**config.mk**
```make
export PLATFORM = sky130hd
export DESIGN_NAME = pvf_panel_format
export DESIGN_NICKNAME = d
export VERILOG_FILES = /design/src/design/pvf_pkg.sv /design/src/design/pvf_panel_format.sv
export VERILOG_INCLUDE_DIRS = /design/src /design/src/design
export SDC_FILE = /design/constraint.sdc
export NUM_CORES = 2
export LEC_CHECK = 0
export BUFFER_PORTS_ARGS = -buffer_cell sky130_fd_sc_hd__buf_2
export CAP_MARGIN = 15
export CORE_MARGIN = 3
export CORE_UTILIZATION = 30
export CTS_CLUSTER_SIZE = 24
export DETAILED_ROUTE_END_ITERATION = 12
export HOLD_SLACK_MARGIN = 0.1
export PLACE_DENSITY = 0.44
export SETUP_SLACK_MARGIN = 0.5
export SYNTH_ARGS = -nofsm -noshare
export SYNTH_HDL_FRONTEND = slang
export SYNTH_SLANG_ARGS = --single-unit
```
**constraint.sdc**
```tcl
create_clock -name clk_in -period 13.9 [get_ports clk_in]
set_clock_uncertainty 0.15 [all_clocks]
set_input_delay 0.695 -clock clk_in [delete_from_list [all_inputs] [get_ports clk_in]]
set_output_delay 0.695 -clock clk_in [all_outputs]
set_load 0.02 [all_outputs]
```
**src/design/pvf_consts.svh**
```systemverilog
/*
 * Constants for the panel configuration and vertical format block:
 * register offsets, field positions, reset values and timing counts.
 * Assumes a 10 MHz clock and a 16-bit word register port.
 */
`ifndef PVF_CONSTS_SVH
`define PVF_CONSTS_SVH

// ==========================================================
// register offsets
`define PVF_REG_FORM_LEN   4'h0
`define PVF_REG_TAB        4'h1
`define PVF_REG_SPACING    4'h2
`define PVF_REG_CHAN_CMD   4'h3
`define PVF_REG_STATUS     4'h4
`define PVF_REG_SETTINGS   4'h5

// ==========================================================
// field positions
`define PVF_TAB_SET_BIT    8
`define PVF_CMD_STORE_BIT  4
`define PVF_CMD_RECALL_BIT 5

// ==========================================================
// form lengths in lines
`define PVF_LEN_MIN        7'h04
`define PVF_LEN_MAX        7'h70
`define PVF_LEN_RESET      7'h42
`define PVF_MAX_LINES      112

// ==========================================================
// timing: debounce sample period
`define PVF_CLK_HZ         10000000
`define PVF_DEB_MS         5
`define PVF_DEB_CYCLES     ((`PVF_CLK_HZ / 1000) * `PVF_DEB_MS)

`endif

```
**src/design/pvf_pkg.sv**
```systemverilog
/*
 * Types shared by the panel configuration and vertical format block.
 * Assumes the constants header is included by the design file.
 */
package pvf_pkg;

  typedef enum logic [2:0] {
    PVF_BASIC      = 3'h0,
    PVF_FIXED      = 3'h1,
    PVF_FIXED_COMP = 3'h2,
    PVF_FMT        = 3'h3,
    PVF_FMT_COMP   = 3'h4
  } pvf_config_t;

  typedef enum logic [1:0] {
    PVF_PAR_IGNORE = 2'h0,
    PVF_PAR_EVEN   = 2'h1,
    PVF_PAR_ODD    = 2'h2
  } pvf_parity_t;

  // one vertical format: length, tabs, spacing
  typedef struct packed {
    logic [6:0]   len;
    logic [111:0] tabs;
    logic         lpi8;
  } pvf_format_t;

  // debounced buttons
  typedef struct packed {
    logic setup;
    logic normal;
    logic tab_set;
    logic tab;
    logic tab_clear;
    logic mark_top;
    logic line_feed;
    logic lpi8;
    logic store;
    logic recall;
  } pvf_buttons_t;

endpackage

```
**src/design/pvf_panel_format.sv**
```systemverilog
/*
 * Panel configuration decoder and vertical format controller.
 * Decodes pencil switches, debounces buttons, keeps the working form
 * length, tabs, line counter and spacing, and stores formats in eight
 * retained channels. Assumes inputs synchronous to clk_in and that
 * resetn_in is asserted only at power-up.
 */
// Implementation choices: the plain strobed port and the address map.
`timescale 1ns/100ps
`include "pvf_consts.svh"

module pvf_panel_format
  import pvf_pkg::*;
#(
  parameter int          DEB_CYCLES = `PVF_DEB_CYCLES,
  parameter logic [76:0] FIXED_LENS = {7'h42, 7'h3c, 7'h36, 7'h30, 7'h2a,
                                       7'h24, 7'h1e, 7'h18, 7'h12, 7'h0c, 7'h06}
) (
  // clock and reset
  input  wire logic        clk_in,
  input  wire logic        resetn_in,
  // configuration straps
  input  wire pvf_config_t config_in,
  input  wire logic        alt_rate_option_in,
  input  wire logic        online_in,
  // panel pencil switches, bit 0 is switch one
  input  wire logic [6:0]  pencil_in,
  // panel rotaries: 0 is programmed_length_position
  input  wire logic [3:0]  form_len_rot_in,
  input  wire logic [2:0]  channel_rot_in,
  // panel push buttons, high while pressed
  input  wire pvf_buttons_t buttons_in,
  // paper logic: one line advanced in normal operation
  input  wire logic        line_adv_in,
  // register port
  input  wire logic [3:0]  addr_in,
  input  wire logic [15:0] wdata_in,
  input  wire logic        wr_in,
  input  wire logic        rd_in,
  output logic [15:0]      rdata_out,
  // decoded settings
  output logic [13:0]      baud_out,
  output logic             parallel_out,
  output pvf_parity_t      parity_out,
  output logic             auto_lf_out,
  output logic             perf_skip_out,
  output logic             self_test_run_out,
  // vertical format state
  output logic             setup_mode_out,
  output logic             lpi8_lamp_out,
  output logic [6:0]       form_len_out,
  output logic [6:0]       line_count_out,
  output logic             tab_here_out
);

  // elaboration check: the divider counter is 20 bits wide
  if (DEB_CYCLES < 2 || DEB_CYCLES > 1000000) begin : deb_range_bad
    $error("DEB_CYCLES out of range");
  end

  // ==========================================================
  // helpers
  function automatic logic [13:0] rate_of(input logic [2:0] code, input logic alt);
    unique case (code)
      3'h0: rate_of = 14'd110;
      3'h1: rate_of = alt ? 14'd200 : 14'd150;
      3'h2: rate_of = 14'd300;
      3'h3: rate_of = 14'd1200;
      3'h4: rate_of = 14'd2400;
      3'h5: rate_of = alt ? 14'd600 : 14'd4800;
      3'h6: rate_of = 14'd9600;
      3'h7: rate_of = 14'd0;
    endcase
  endfunction

  function automatic logic len_ok(input logic [6:0] len);
    len_ok = (len >= `PVF_LEN_MIN) && (len <= `PVF_LEN_MAX);
  endfunction

  // ==========================================================
  // debounce: sampled on a divider tick, three equal samples win
  localparam int NIN = 10 + 7;
  logic [19:0]    deb_cnt;
  logic           deb_tick;
  logic [NIN-1:0] raw, samp_a, samp_b, stable, stable_q;
  pvf_buttons_t   press;
  logic [6:0]     sw;

  assign raw = {buttons_in, pencil_in};

  always_ff @(posedge clk_in or negedge resetn_in) begin
    if (!resetn_in) begin
      deb_cnt  <= 20'h0;
      deb_tick <= 1'b0;
    end else begin
      deb_tick <= (deb_cnt == 20'(DEB_CYCLES - 1));
      deb_cnt  <= (deb_cnt == 20'(DEB_CYCLES - 1)) ? 20'h0 : deb_cnt + 20'h1;
    end
  end

  always_ff @(posedge clk_in or negedge resetn_in) begin
    if (!resetn_in) begin
      samp_a   <= '0;
      samp_b   <= '0;
      stable   <= '0;
      stable_q <= '0;
    end else begin
      stable_q <= stable;
      if (deb_tick) begin
        samp_a <= raw;
        samp_b <= samp_a;
        // rise on three high samples, fall only on three low ones
        stable <= (raw & samp_a & samp_b) | (stable & (raw | samp_a | samp_b));
      end
    end
  end

  // a button acts once, on the press edge of the debounced level
  assign press = pvf_buttons_t'(stable[NIN-1:7] & ~stable_q[NIN-1:7]);
  assign sw    = stable[6:0];

  // ==========================================================
  // decoded switch settings
  // registered decode
  always_ff @(posedge clk_in or negedge resetn_in) begin
    if (!resetn_in) begin
      baud_out      <= 14'd110;
      parallel_out  <= 1'b0;
      parity_out    <= PVF_PAR_IGNORE;
      auto_lf_out   <= 1'b1;
      perf_skip_out <= 1'b1;
    end else begin
      baud_out     <= rate_of(sw[2:0], alt_rate_option_in);
      parallel_out <= (sw[2:0] == 3'h7);
      if (!sw[3])
        parity_out <= PVF_PAR_IGNORE;
      else
        parity_out <= sw[4] ? PVF_PAR_ODD : PVF_PAR_EVEN;
      auto_lf_out   <= !sw[5];
      perf_skip_out <= !sw[6];
    end
  end

  assign self_test_run_out = setup_mode_out && online_in && !parallel_out;

  // ==========================================================
  // retained channels and shadows, never reset
  // retained storage
  pvf_format_t chan_mem [8];
  logic [2:0]  last_chan;
  logic [6:0]  line_count_nv;

  // ==========================================================
  // working format
  logic         fmt_cfg, fixed_cfg, powered;
  logic [111:0] tabs;
  logic         armed, counting;
  logic [6:0]   next_tab_line;
  logic         sw_store, sw_recall;
  logic [2:0]   sw_chan;

  assign fmt_cfg   = (config_in == PVF_FMT) || (config_in == PVF_FMT_COMP);
  assign fixed_cfg = (config_in == PVF_FIXED) || (config_in == PVF_FIXED_COMP);
  assign sw_store  = wr_in && (addr_in == `PVF_REG_CHAN_CMD) && wdata_in[`PVF_CMD_STORE_BIT];
  assign sw_recall = wr_in && (addr_in == `PVF_REG_CHAN_CMD) && wdata_in[`PVF_CMD_RECALL_BIT];
  assign sw_chan   = wdata_in[2:0];

  // next tab after the current line, else top of form
  always_comb begin
    next_tab_line = 7'h0;
    for (int i = `PVF_MAX_LINES - 1; i >= 0; i--) begin
      if (tabs[i] && 7'(i) > line_count_out && 7'(i) < form_len_out)
        next_tab_line = 7'(i);
    end
  end

  assign tab_here_out = tabs[line_count_out];

  always_ff @(posedge clk_in or negedge resetn_in) begin
    if (!resetn_in)
      setup_mode_out <= 1'b0;
    else if (press.setup)
      setup_mode_out <= 1'b1;
    else if (press.normal)
      setup_mode_out <= 1'b0;
  end

  always_ff @(posedge clk_in or negedge resetn_in) begin
    if (!resetn_in) begin
      powered        <= 1'b0;
      form_len_out   <= `PVF_LEN_RESET;
      tabs           <= '0;
      lpi8_lamp_out  <= 1'b0;
      line_count_out <= 7'h0;
      armed          <= 1'b0;
      counting       <= 1'b0;
    end else if (!powered) begin
      powered <= 1'b1;
      if (fmt_cfg) begin
        form_len_out   <= chan_mem[last_chan].len;
        tabs           <= chan_mem[last_chan].tabs;
        lpi8_lamp_out  <= chan_mem[last_chan].lpi8;
        line_count_out <= line_count_nv;
      end else if (fixed_cfg && form_len_rot_in != 4'h0 && form_len_rot_in <= 4'hb) begin
        form_len_out <= FIXED_LENS[7*(form_len_rot_in - 4'h1) +: 7];
      end
    end else begin
      if (press.lpi8)
        lpi8_lamp_out <= !lpi8_lamp_out;
      else if (wr_in && addr_in == `PVF_REG_SPACING)
        lpi8_lamp_out <= wdata_in[0];
      if (wr_in && addr_in == `PVF_REG_FORM_LEN && len_ok(wdata_in[6:0]))
        form_len_out <= wdata_in[6:0];
      if (wr_in && addr_in == `PVF_REG_TAB && wdata_in[6:0] < 7'(`PVF_MAX_LINES))
        tabs[wdata_in[6:0]] <= wdata_in[`PVF_TAB_SET_BIT];
      if (press.tab_set)
        tabs[line_count_out] <= 1'b1;
      else if (press.tab_clear)
        tabs[line_count_out] <= 1'b0;
      // line counter: paper advance, line feed, tab
      if (setup_mode_out && press.mark_top && fixed_cfg && form_len_rot_in != 4'h0) begin
        if (form_len_rot_in <= 4'hb)
          form_len_out <= FIXED_LENS[7*(form_len_rot_in - 4'h1) +: 7];
        line_count_out <= 7'h0;
      end else if (setup_mode_out && press.mark_top && config_in != PVF_BASIC) begin
        if (!counting) begin
          line_count_out <= 7'h0;
          counting       <= 1'b1;
          armed          <= 1'b0;
        end else begin
          armed <= 1'b1;
        end
      end else if (setup_mode_out && press.tab) begin
        // advance to next tab or top
        line_count_out <= next_tab_line;
      end else if (press.line_feed || (line_adv_in && !counting)) begin
        if (!counting && line_count_out + 7'h1 >= form_len_out)
          line_count_out <= 7'h0;
        else if (line_count_out < `PVF_LEN_MAX)
          line_count_out <= line_count_out + 7'h1;
      end
      if (press.normal) begin
        if (armed && len_ok(line_count_out)) begin
          form_len_out   <= line_count_out;
          line_count_out <= 7'h0;
        end
        armed    <= 1'b0;
        counting <= 1'b0;
      end
      if (fmt_cfg && ((press.recall && setup_mode_out) || sw_recall)) begin
        form_len_out  <= chan_mem[sw_recall ? sw_chan : channel_rot_in].len;
        tabs          <= chan_mem[sw_recall ? sw_chan : channel_rot_in].tabs;
        lpi8_lamp_out <= chan_mem[sw_recall ? sw_chan : channel_rot_in].lpi8;
      end
    end
  end

  always_ff @(posedge clk_in) begin
    if (powered && fmt_cfg && ((press.store && setup_mode_out) || sw_store))
      chan_mem[sw_store ? sw_chan : channel_rot_in] <= '{form_len_out, tabs, lpi8_lamp_out};
  end

  always_ff @(posedge clk_in) begin
    if (powered && fmt_cfg && ((press.store && setup_mode_out) || sw_store))
      last_chan <= sw_store ? sw_chan : channel_rot_in;
    else if (powered && fmt_cfg && ((press.recall && setup_mode_out) || sw_recall))
      last_chan <= sw_recall ? sw_chan : channel_rot_in;
  end

  always_ff @(posedge clk_in) begin
    if (powered)
      line_count_nv <= line_count_out;
  end

  // ==========================================================
  // register read port: data one cycle after the strobe
  always_ff @(posedge clk_in or negedge resetn_in) begin
    if (!resetn_in)
      rdata_out <= 16'h0;
    else if (rd_in) begin
      unique case (addr_in)
        `PVF_REG_FORM_LEN: rdata_out <= {9'h0, form_len_out};
        `PVF_REG_TAB:      rdata_out <= {7'h0, tab_here_out, 1'b0, line_count_out};
        `PVF_REG_SPACING:  rdata_out <= {15'h0, lpi8_lamp_out};
        `PVF_REG_CHAN_CMD: rdata_out <= {13'h0, last_chan};
        `PVF_REG_STATUS:   rdata_out <= {6'h0, counting, armed, setup_mode_out,
                                         line_count_out};
        `PVF_REG_SETTINGS: rdata_out <= {7'h0, sw[6:3], parallel_out, parity_out,
                                         1'b0, sw[2:0] == 3'h7};
        default:           rdata_out <= 16'h0;
      endcase
    end else
      rdata_out <= 16'h0;
  end
endmodule

```
* Yosys cells after proc, flatten, opt, wreduce, memory -nomap -nowiden *
Memories as Yosys holds them, arrays and structs flattened. A register that Yosys moved wholly into a read port is not among the register bits.
Cells that the tools add are included.

word-level totals
  output and inout port bits = 53
  memories kept = 1
  register bits = 265
  word-level logic and storage cells = 744
  input port bits = 54
  memory bits (writable) = 960

operators by class
  magnitude comparators = 236
  shift operators = 1
  $mul = 1
  multiplexer cells = 175
  equal/unequal tests = 19
  add/sub/neg operators = 3
  bitwise logic cells = 11
  reduce and logical (&&, ||, !) cells = 275

memory list
  name      depth  width  rd ports  clocked after Yosys merged registers in  wr ports  RTL line                 source
  chan_mem  8      120    2         1                                        1         pvf_panel_format.sv:149  pvf_format_t chan_mem [8];

operators by type and width
  cell                        count
  $mux W7                     133
  $mux W112                   7
  $gt A7 B7 Y1 const A        48
  $lt A7 B7 Y1 const A        48
  $logic_and A1 B1 Y1         254
  $gt A6 B7 Y1 const A        32
  $lt A6 B7 Y1 const A        32
  $and A112 B112 Y112         1
  $bwmux W112                 1
  $gt A5 B7 Y1 const A        16
  $lt A5 B7 Y1 const A        16
  $not A112 Y112              1
  $or A112 B112 Y112          1
  $pmux W14 S8                1
  $shiftx A77 B33 Y7 const A  1
  $pmux W10 S6                1
  $gt A4 B7 Y1 const A        8
  $lt A4 B7 Y1 const A        8
  $and A17 B17 Y17            3
  $or A17 B17 Y17             3
  $gt A3 B7 Y1 const A        4
  $lt A3 B7 Y1 const A        4
  $add A20 B1 Y20 const B     1
  $eq A20 B16 Y1 const B      1
  41 further kinds            96

* Depth between registers and ports, before layout *
  depth after elaboration = 121
  gate-level depth with buffers = 22
  depth with buffers taken out = 17

* Least setup slack after synthesis *
Ideal clock, no wire load.

  kind = input to register
  start point = input addr_in[1]
  end point = memory chan_mem[4][0] (netlist name) (enable)
  setup slack = 2.880 ns
  required time = 13.005 ns
  cell stages on the path = 7
  arrival time = 10.125 ns
  library setup time = 0.745 ns
  path buffers = 2
  cells stage by stage = buf_1 > nand4_1 > o21ai_0 > and3_1 > clkbuf_1 > nand2_1 > nor3_1

between the ends
  word-level cells in the longest chain between the ends = 7
  elaborated cells on any way between the ends = 8
  those cells by class = 1 x eq/ne; 3 x mux; 4 x reduce/logical

ends and longest elaborated chain
  what                                   RTL line                 source
  from (decl)                            pvf_panel_format.sv:36   input wire logic [3:0] addr_in,
  $eq A4 B2 Y1 (*)                       -
  $logic_and A1 B1 Y1 (*) (2 in series)  pvf_panel_format.sv:164  assign sw_store = wr_in && (addr_in == `PVF_REG_CHAN_CMD) && wdata_in[`PVF_CMD_STORE_BIT];
  $logic_or A1 B1 Y1                     pvf_panel_format.sv:259  if (powered && fmt_cfg && ((press.store && setup_mode_out) || sw_store))
  $logic_and A1 B1 Y1                    pvf_panel_format.sv:259
  $mux W1                                pvf_panel_format.sv:259
  $mux W1                                pvf_panel_format.sv:260  chan_mem[sw_store ? sw_chan : channel_rot_in] <= '{form_len_out, tabs, lpi8_lamp_out};
  to (decl)                              pvf_panel_format.sv:149

Every way passes the cells marked *; elsewhere a longest branch is shown, timed or not.

* Worst setup path after layout *
  start point = input form_len_rot_in[0]
  end point = register form_len_out[1]

between the ends
  word-level cells in the longest chain between the ends = 9
  elaborated cells on any way between the ends = 17
  those cells by class = 1 x add/sub; 1 x mul; 1 x order compare; 1 x shift; 8 x mux; 5 x reduce/logical

ends and longest elaborated chain
  what                  RTL line                                          source
  from (decl)           pvf_panel_format.sv:29                            input wire logic [3:0] form_len_rot_in,
  $sub A4 B1 Y5         pvf_panel_format.sv:205, pvf_panel_format.sv:223
  $mul A4 B5 Y9         pvf_panel_format.sv:205, pvf_panel_format.sv:223
  $shiftx A77 B33 Y7    pvf_panel_format.sv:205, pvf_panel_format.sv:223
  $mux W7               pvf_panel_format.sv:222                           if (form_len_rot_in <= 4'hb)
  $mux W7               pvf_panel_format.sv:221                           if (setup_mode_out && press.mark_top && fixed_cfg && form_len_rot_in != 4'h0) begin
  $mux W7               pvf_panel_format.sv:243                           if (armed && len_ok(line_count_out)) begin
  $mux W7               pvf_panel_format.sv:242                           if (press.normal) begin
  $mux W7               pvf_panel_format.sv:250                           if (fmt_cfg && ((press.recall && setup_mode_out) || sw_recall)) begin
  $mux W7               pvf_panel_format.sv:197                           end else if (!powered) begin
  to (signal assigned)  pvf_panel_format.sv:200                           form_len_out <= chan_mem[last_chan].len;
  to (signal assigned)  pvf_panel_format.sv:244                           form_len_out <= line_count_out;
  to (signal assigned)  pvf_panel_format.sv:251                           form_len_out <= chan_mem[sw_recall ? sw_chan : channel_rot_in].len;
  to (decl)             pvf_panel_format.sv:51                            output logic [6:0] form_len_out,

Parallel ways exist; a longest one is shown, timed or not. The select of a mux whose other input is x is not followed.
A chain may end at the register's enable or synchronous reset.

==> impl_metrics.csv <==
group,metric,value,unit
clock_network,cts_resized,0,
grt,number_of_global_route_vias_before_repair,53390,
setup_path,ff2ff_setup_slack,8.42,ns
synthesis,synth_edf_count,970,
placed_design,io_buffers,91,
floorplan,die_area,231600,um^2
synthesis,netlist_area,67770,um^2
clock_network,clock-sinks,1214,
setup_path,worst_ep_arrival_time,7.21,ns
setup_path,timing.critical_path.from,"form_len_rot_in[0]",
layout,finish.instance_area,76030,um^2
floorplan,initial_core_utilization,0.3034,
floorplan,placeableCoreArea,223400,um^2
sta,tightestPinTransition,1.348,ns
sta,final_hold_viol_count,0,
sta,max_freq,151.2,MHz
setup_path,critPathLaunchType,"input port",
clock_network,clock_insertion_delay_worst_skew,0.84,ns
route,vias,54810,
clock_network,root_buffer,"clkbuf_16",
sta,rsz_0062_raised_after_global_routing,"false",
route,initial_drc_count,5768,
worst_hold_path,worst_hold_path.num_cells,3,
sta,fin_worst_hold_slack,0.1681,ns
setup_path,crit-reg2reg-capture,"line_count_out[0]",
placed_design,gpl.final_weighted_congestion,1.015,
run,cap_viol_max_count,0,
floorplan,fp.dieW,481.3,um
power,vdd_ir_drop_max,0.0001163,V
synthesis,ys.flop_type,"edfxtp_1",
placed_design,placement.cell_area,71130,um^2
sta,final.min_clock_period,6.615,ns
floorplan,rows,173,
floorplan,floorplan.die.height,481.3,um
route,route.antenna.remaining_nets,0,
sta,period_share,0.4759,
layout,final_core_util,0.3403,
floorplan,io_pins,107,
power,leakagePower,26.20,nW
setup_path,critical_path.max_fanout,33,
clock_network,cts_tree,"built",
synthesis,synth.lib_cells_used.distinct,112,
clock_network,number_of_h_tree_levels,4,
grt,grt_start_max_net_pins,161,
power,power.density_cell_area,143.6,nW/um^2
route,route.detailed.drc,0,
sta,setup_tns,0,ns
clock_network,cts-root-to-sink-buffers,3,
setup_path,worst-endpoint-required,14.50,ns
layout,synthToLayoutAreaGrowth,12.19,%
power,report.power.total,10.92,mW
worst_hold_path,hold_start,"addr_in[2]",
sta,setup_viol_count_final,0,
route,detailedRoute.firstPassIterationCount,8,
clock_network,cts.reportedPaths.clkPinSlew,0.06,ns
synthesis,number_of_flip_flops_and_latches_in_the_synthesized_netlist,1214,
grt,grt_pass1_wl,401200,um
layout,final_net_count,6171,
clock_network,tritoncts.num_buffers,146,
run_status,run_status,"completed",
route,avgViaCountPerCell,5.961,
sta,final-max-slew-violation-count,0,
layout,post_route_cells_drive_above_1_share,0.1378,
grt,grt_antenna_before_repair,13,
grt,grt_overflow_total,0,
setup_path,worst_setup_path_class,"in -> reg",
setup_path,timing.reg2reg.worst_path_depth,12,
synthesis,avgSynthCellArea,10.90,um^2
route,totalWireLength,282600,um
route,wl_per_cell,30.74,um
placed_design,place.detailed.hpwl,169100,um
sta,slew-limit-headroom,0.1015,
setup_path,end_kind,"flop",
setup_path,crit-reg2reg-launch,"line_count_out[1]",
synthesis,number_of_warning_messages_in_the_yosys_log,0,
synthesis,asyncSetResetFlopFracSynth,0.1985,
worst_hold_path,worstHoldEndpoint,"rdata_out[7]",
worst_hold_path,worstHoldPathType,"in -> reg",
synthesis,yosysSeqAreaShare,0.5199,
synthesis,synthesis.instances,6218,
clock_network,post_cts_buffers,0,
grt,grt_usage,0.2383,
[what timing repair did]
item / 4_1_cts / 5_1_grt
hold buffers: 22 / 0
endpoints found under the setup margin: 0 / 0
hold endpoints to repair: 115 / 0
[metal layers]
layer,wire (um),vias to the layer above,GRT usage
met4,12380,6,0.09698
met1,122900,28160,0.3278
met2,127300,2580,0.3723
met5,28,-,0
met3,20080,580,0.04061
li1,-,23480,-
[registers in the layout (all words and copies together), names as in the netlist, 2 cells and up, named ones only]
name            cells
baud_out           13
form_len_out        7
deb_cnt            20
line_count_nv       7
samp_a             17
stable             17
samp_b             17
line_count_out      7
stable_q           10
rdata_out          10
tabs              112
last_chan           3
chan_mem          960
parity_out          2
[critical path, stage by stage]
cell	delay, ns
buf_2	0.41
inv_1	0.38
ha_1	1.09
inv_1	0.39
ha_1	0.41
fa_1	0.52
inv_1	0.07
fa_1	0.97
clkinv_1	0.50
nand2_1	0.24
inv_1	0.06
o211ai_1	0.22
o21ai_0	0.16
o41ai_1	0.43
a21boi_0	0.27
a211oi_1	0.30
a211oi_1	0.07
[worst max path at each step]
| stage | slack, ns | depth (start not counted) | to |
|---|---|---|---|
| 2_1_floorplan | 2.88 | 7 | chan_mem[4][0] |
| 5_1_grt | 6.89 | 17 | form_len_out[1] |
| 6_report | 7.29 | 17 | form_len_out[1] |
| 4_1_cts | 7.51 | 17 | form_len_out[2] |
| 3_3_place_gp | 6.53 | 17 | form_len_out[1] |
| 3_5_place_dp | 6.61 | 17 | form_len_out[2] |
[power by group]
part	switching, mW	internal (mW)	total [mW]
clock	1.58	2.17	3.75
sequential	0.343	4.11	4.45
combinational	1.99	0.734	2.72
total	3.91	7.01	10.9
[placed cells by master (no fill, tap or decap), types with 20 or more instances in the layout]
cell and count:
o22ai_1 21, o2111ai_1 20, o211ai_1 35, buf_4 141
mux2i_1 272, edfxtp_1 970, ha_1 24, and2_1 23
clkinv_2 28, buf_2 89, clkbuf_1 40, a211oi_1 34
mux4_2 252, o311ai_0 24, nand2b_1 32, dlygate4sd3_1 22
a21oi_1 269, o221ai_1 106, nor2_1 503, a221oi_1 29
nand3_1 385, o21ai_0 238, mux2_2 47, inv_1 50
nor3_1 65, a31oi_1 44, clkbuf_16 152, and3_1 133
xnor2_1 23, dfrtp_1 220, clkinv_1 22, a311oi_1 125
nand2_1 1137, a311o_1 107
[metrics by stage]
step,std cells,worst slack [ns]
finish,9195,7.285
global route,9190,6.893
CTS,9187,7.515
detailed placement,8895,6.609
global placement,8895,6.535
floorplan,6224,2.880
[cell usage after synthesis (20+ instances only)]
library cell	instances	share of area
a211oi_1	34	0.0038
a21oi_1	270	0.020
a221oi_1	29	0.0037
a311o_1	107	0.016
a311oi_1	125	0.016
a31oi_1	44	0.0041
and2_1	23	0.0021
and3_1	133	0.012
buf_1	86	0.0048
buf_2	65	0.0048
buf_4	23	0.0025
clkbuf_1	355	0.020
dfrtp_1	232	0.086
edfxtp_1	970	0.43
ha_1	24	0.0044
inv_1	50	0.0028
mux2_2	49	0.0081
mux2i_1	274	0.040
mux4_2	252	0.084
nand2_1	1138	0.063
nand2b_1	33	0.0030
nand3_1	386	0.029
nor2_1	507	0.028
nor3_1	71	0.0052
o2111ai_1	20	0.0026
o211ai_1	35	0.0039
o21ai_0	238	0.018
o221ai_1	106	0.014
o22ai_1	21	0.0019
o311ai_0	24	0.0031
xnor2_1	23	0.0030
[kinds of logic (layout without fill, tap and decap cells)]
group                      count (synthesis)  after routing  synth area share
buffers and inverters                    597            585           0.03722
muxes                                    576            576            0.1326
AOI/OAI and AO/OA                       1260           1260            0.1326
other                                      2             16         0.0001108
adders and majority gates                 27             27          0.005317
and+or+nand+nor                         2502           2502            0.1671
DFF                                     1214           1214            0.5199
xor gates and xnor gates                  40             40          0.005170
[area by class of cell]
type / count / area [um^2]
Antenna cell: 8 / 20.02
Clock buffer: 204 / 4119
Clock inverter: 66 / 536.8
Fill cell: 22320 / 147400
Inverter: 52 / 195.2
Multi-Input combinational cell: 4413 / 30230
Sequential cell: 1214 / 35270
Tap cell: 2975 / 3722
Timing Repair Buffer: 263 / 1939
No activity file was read; power rests on OpenSTA's default activity.
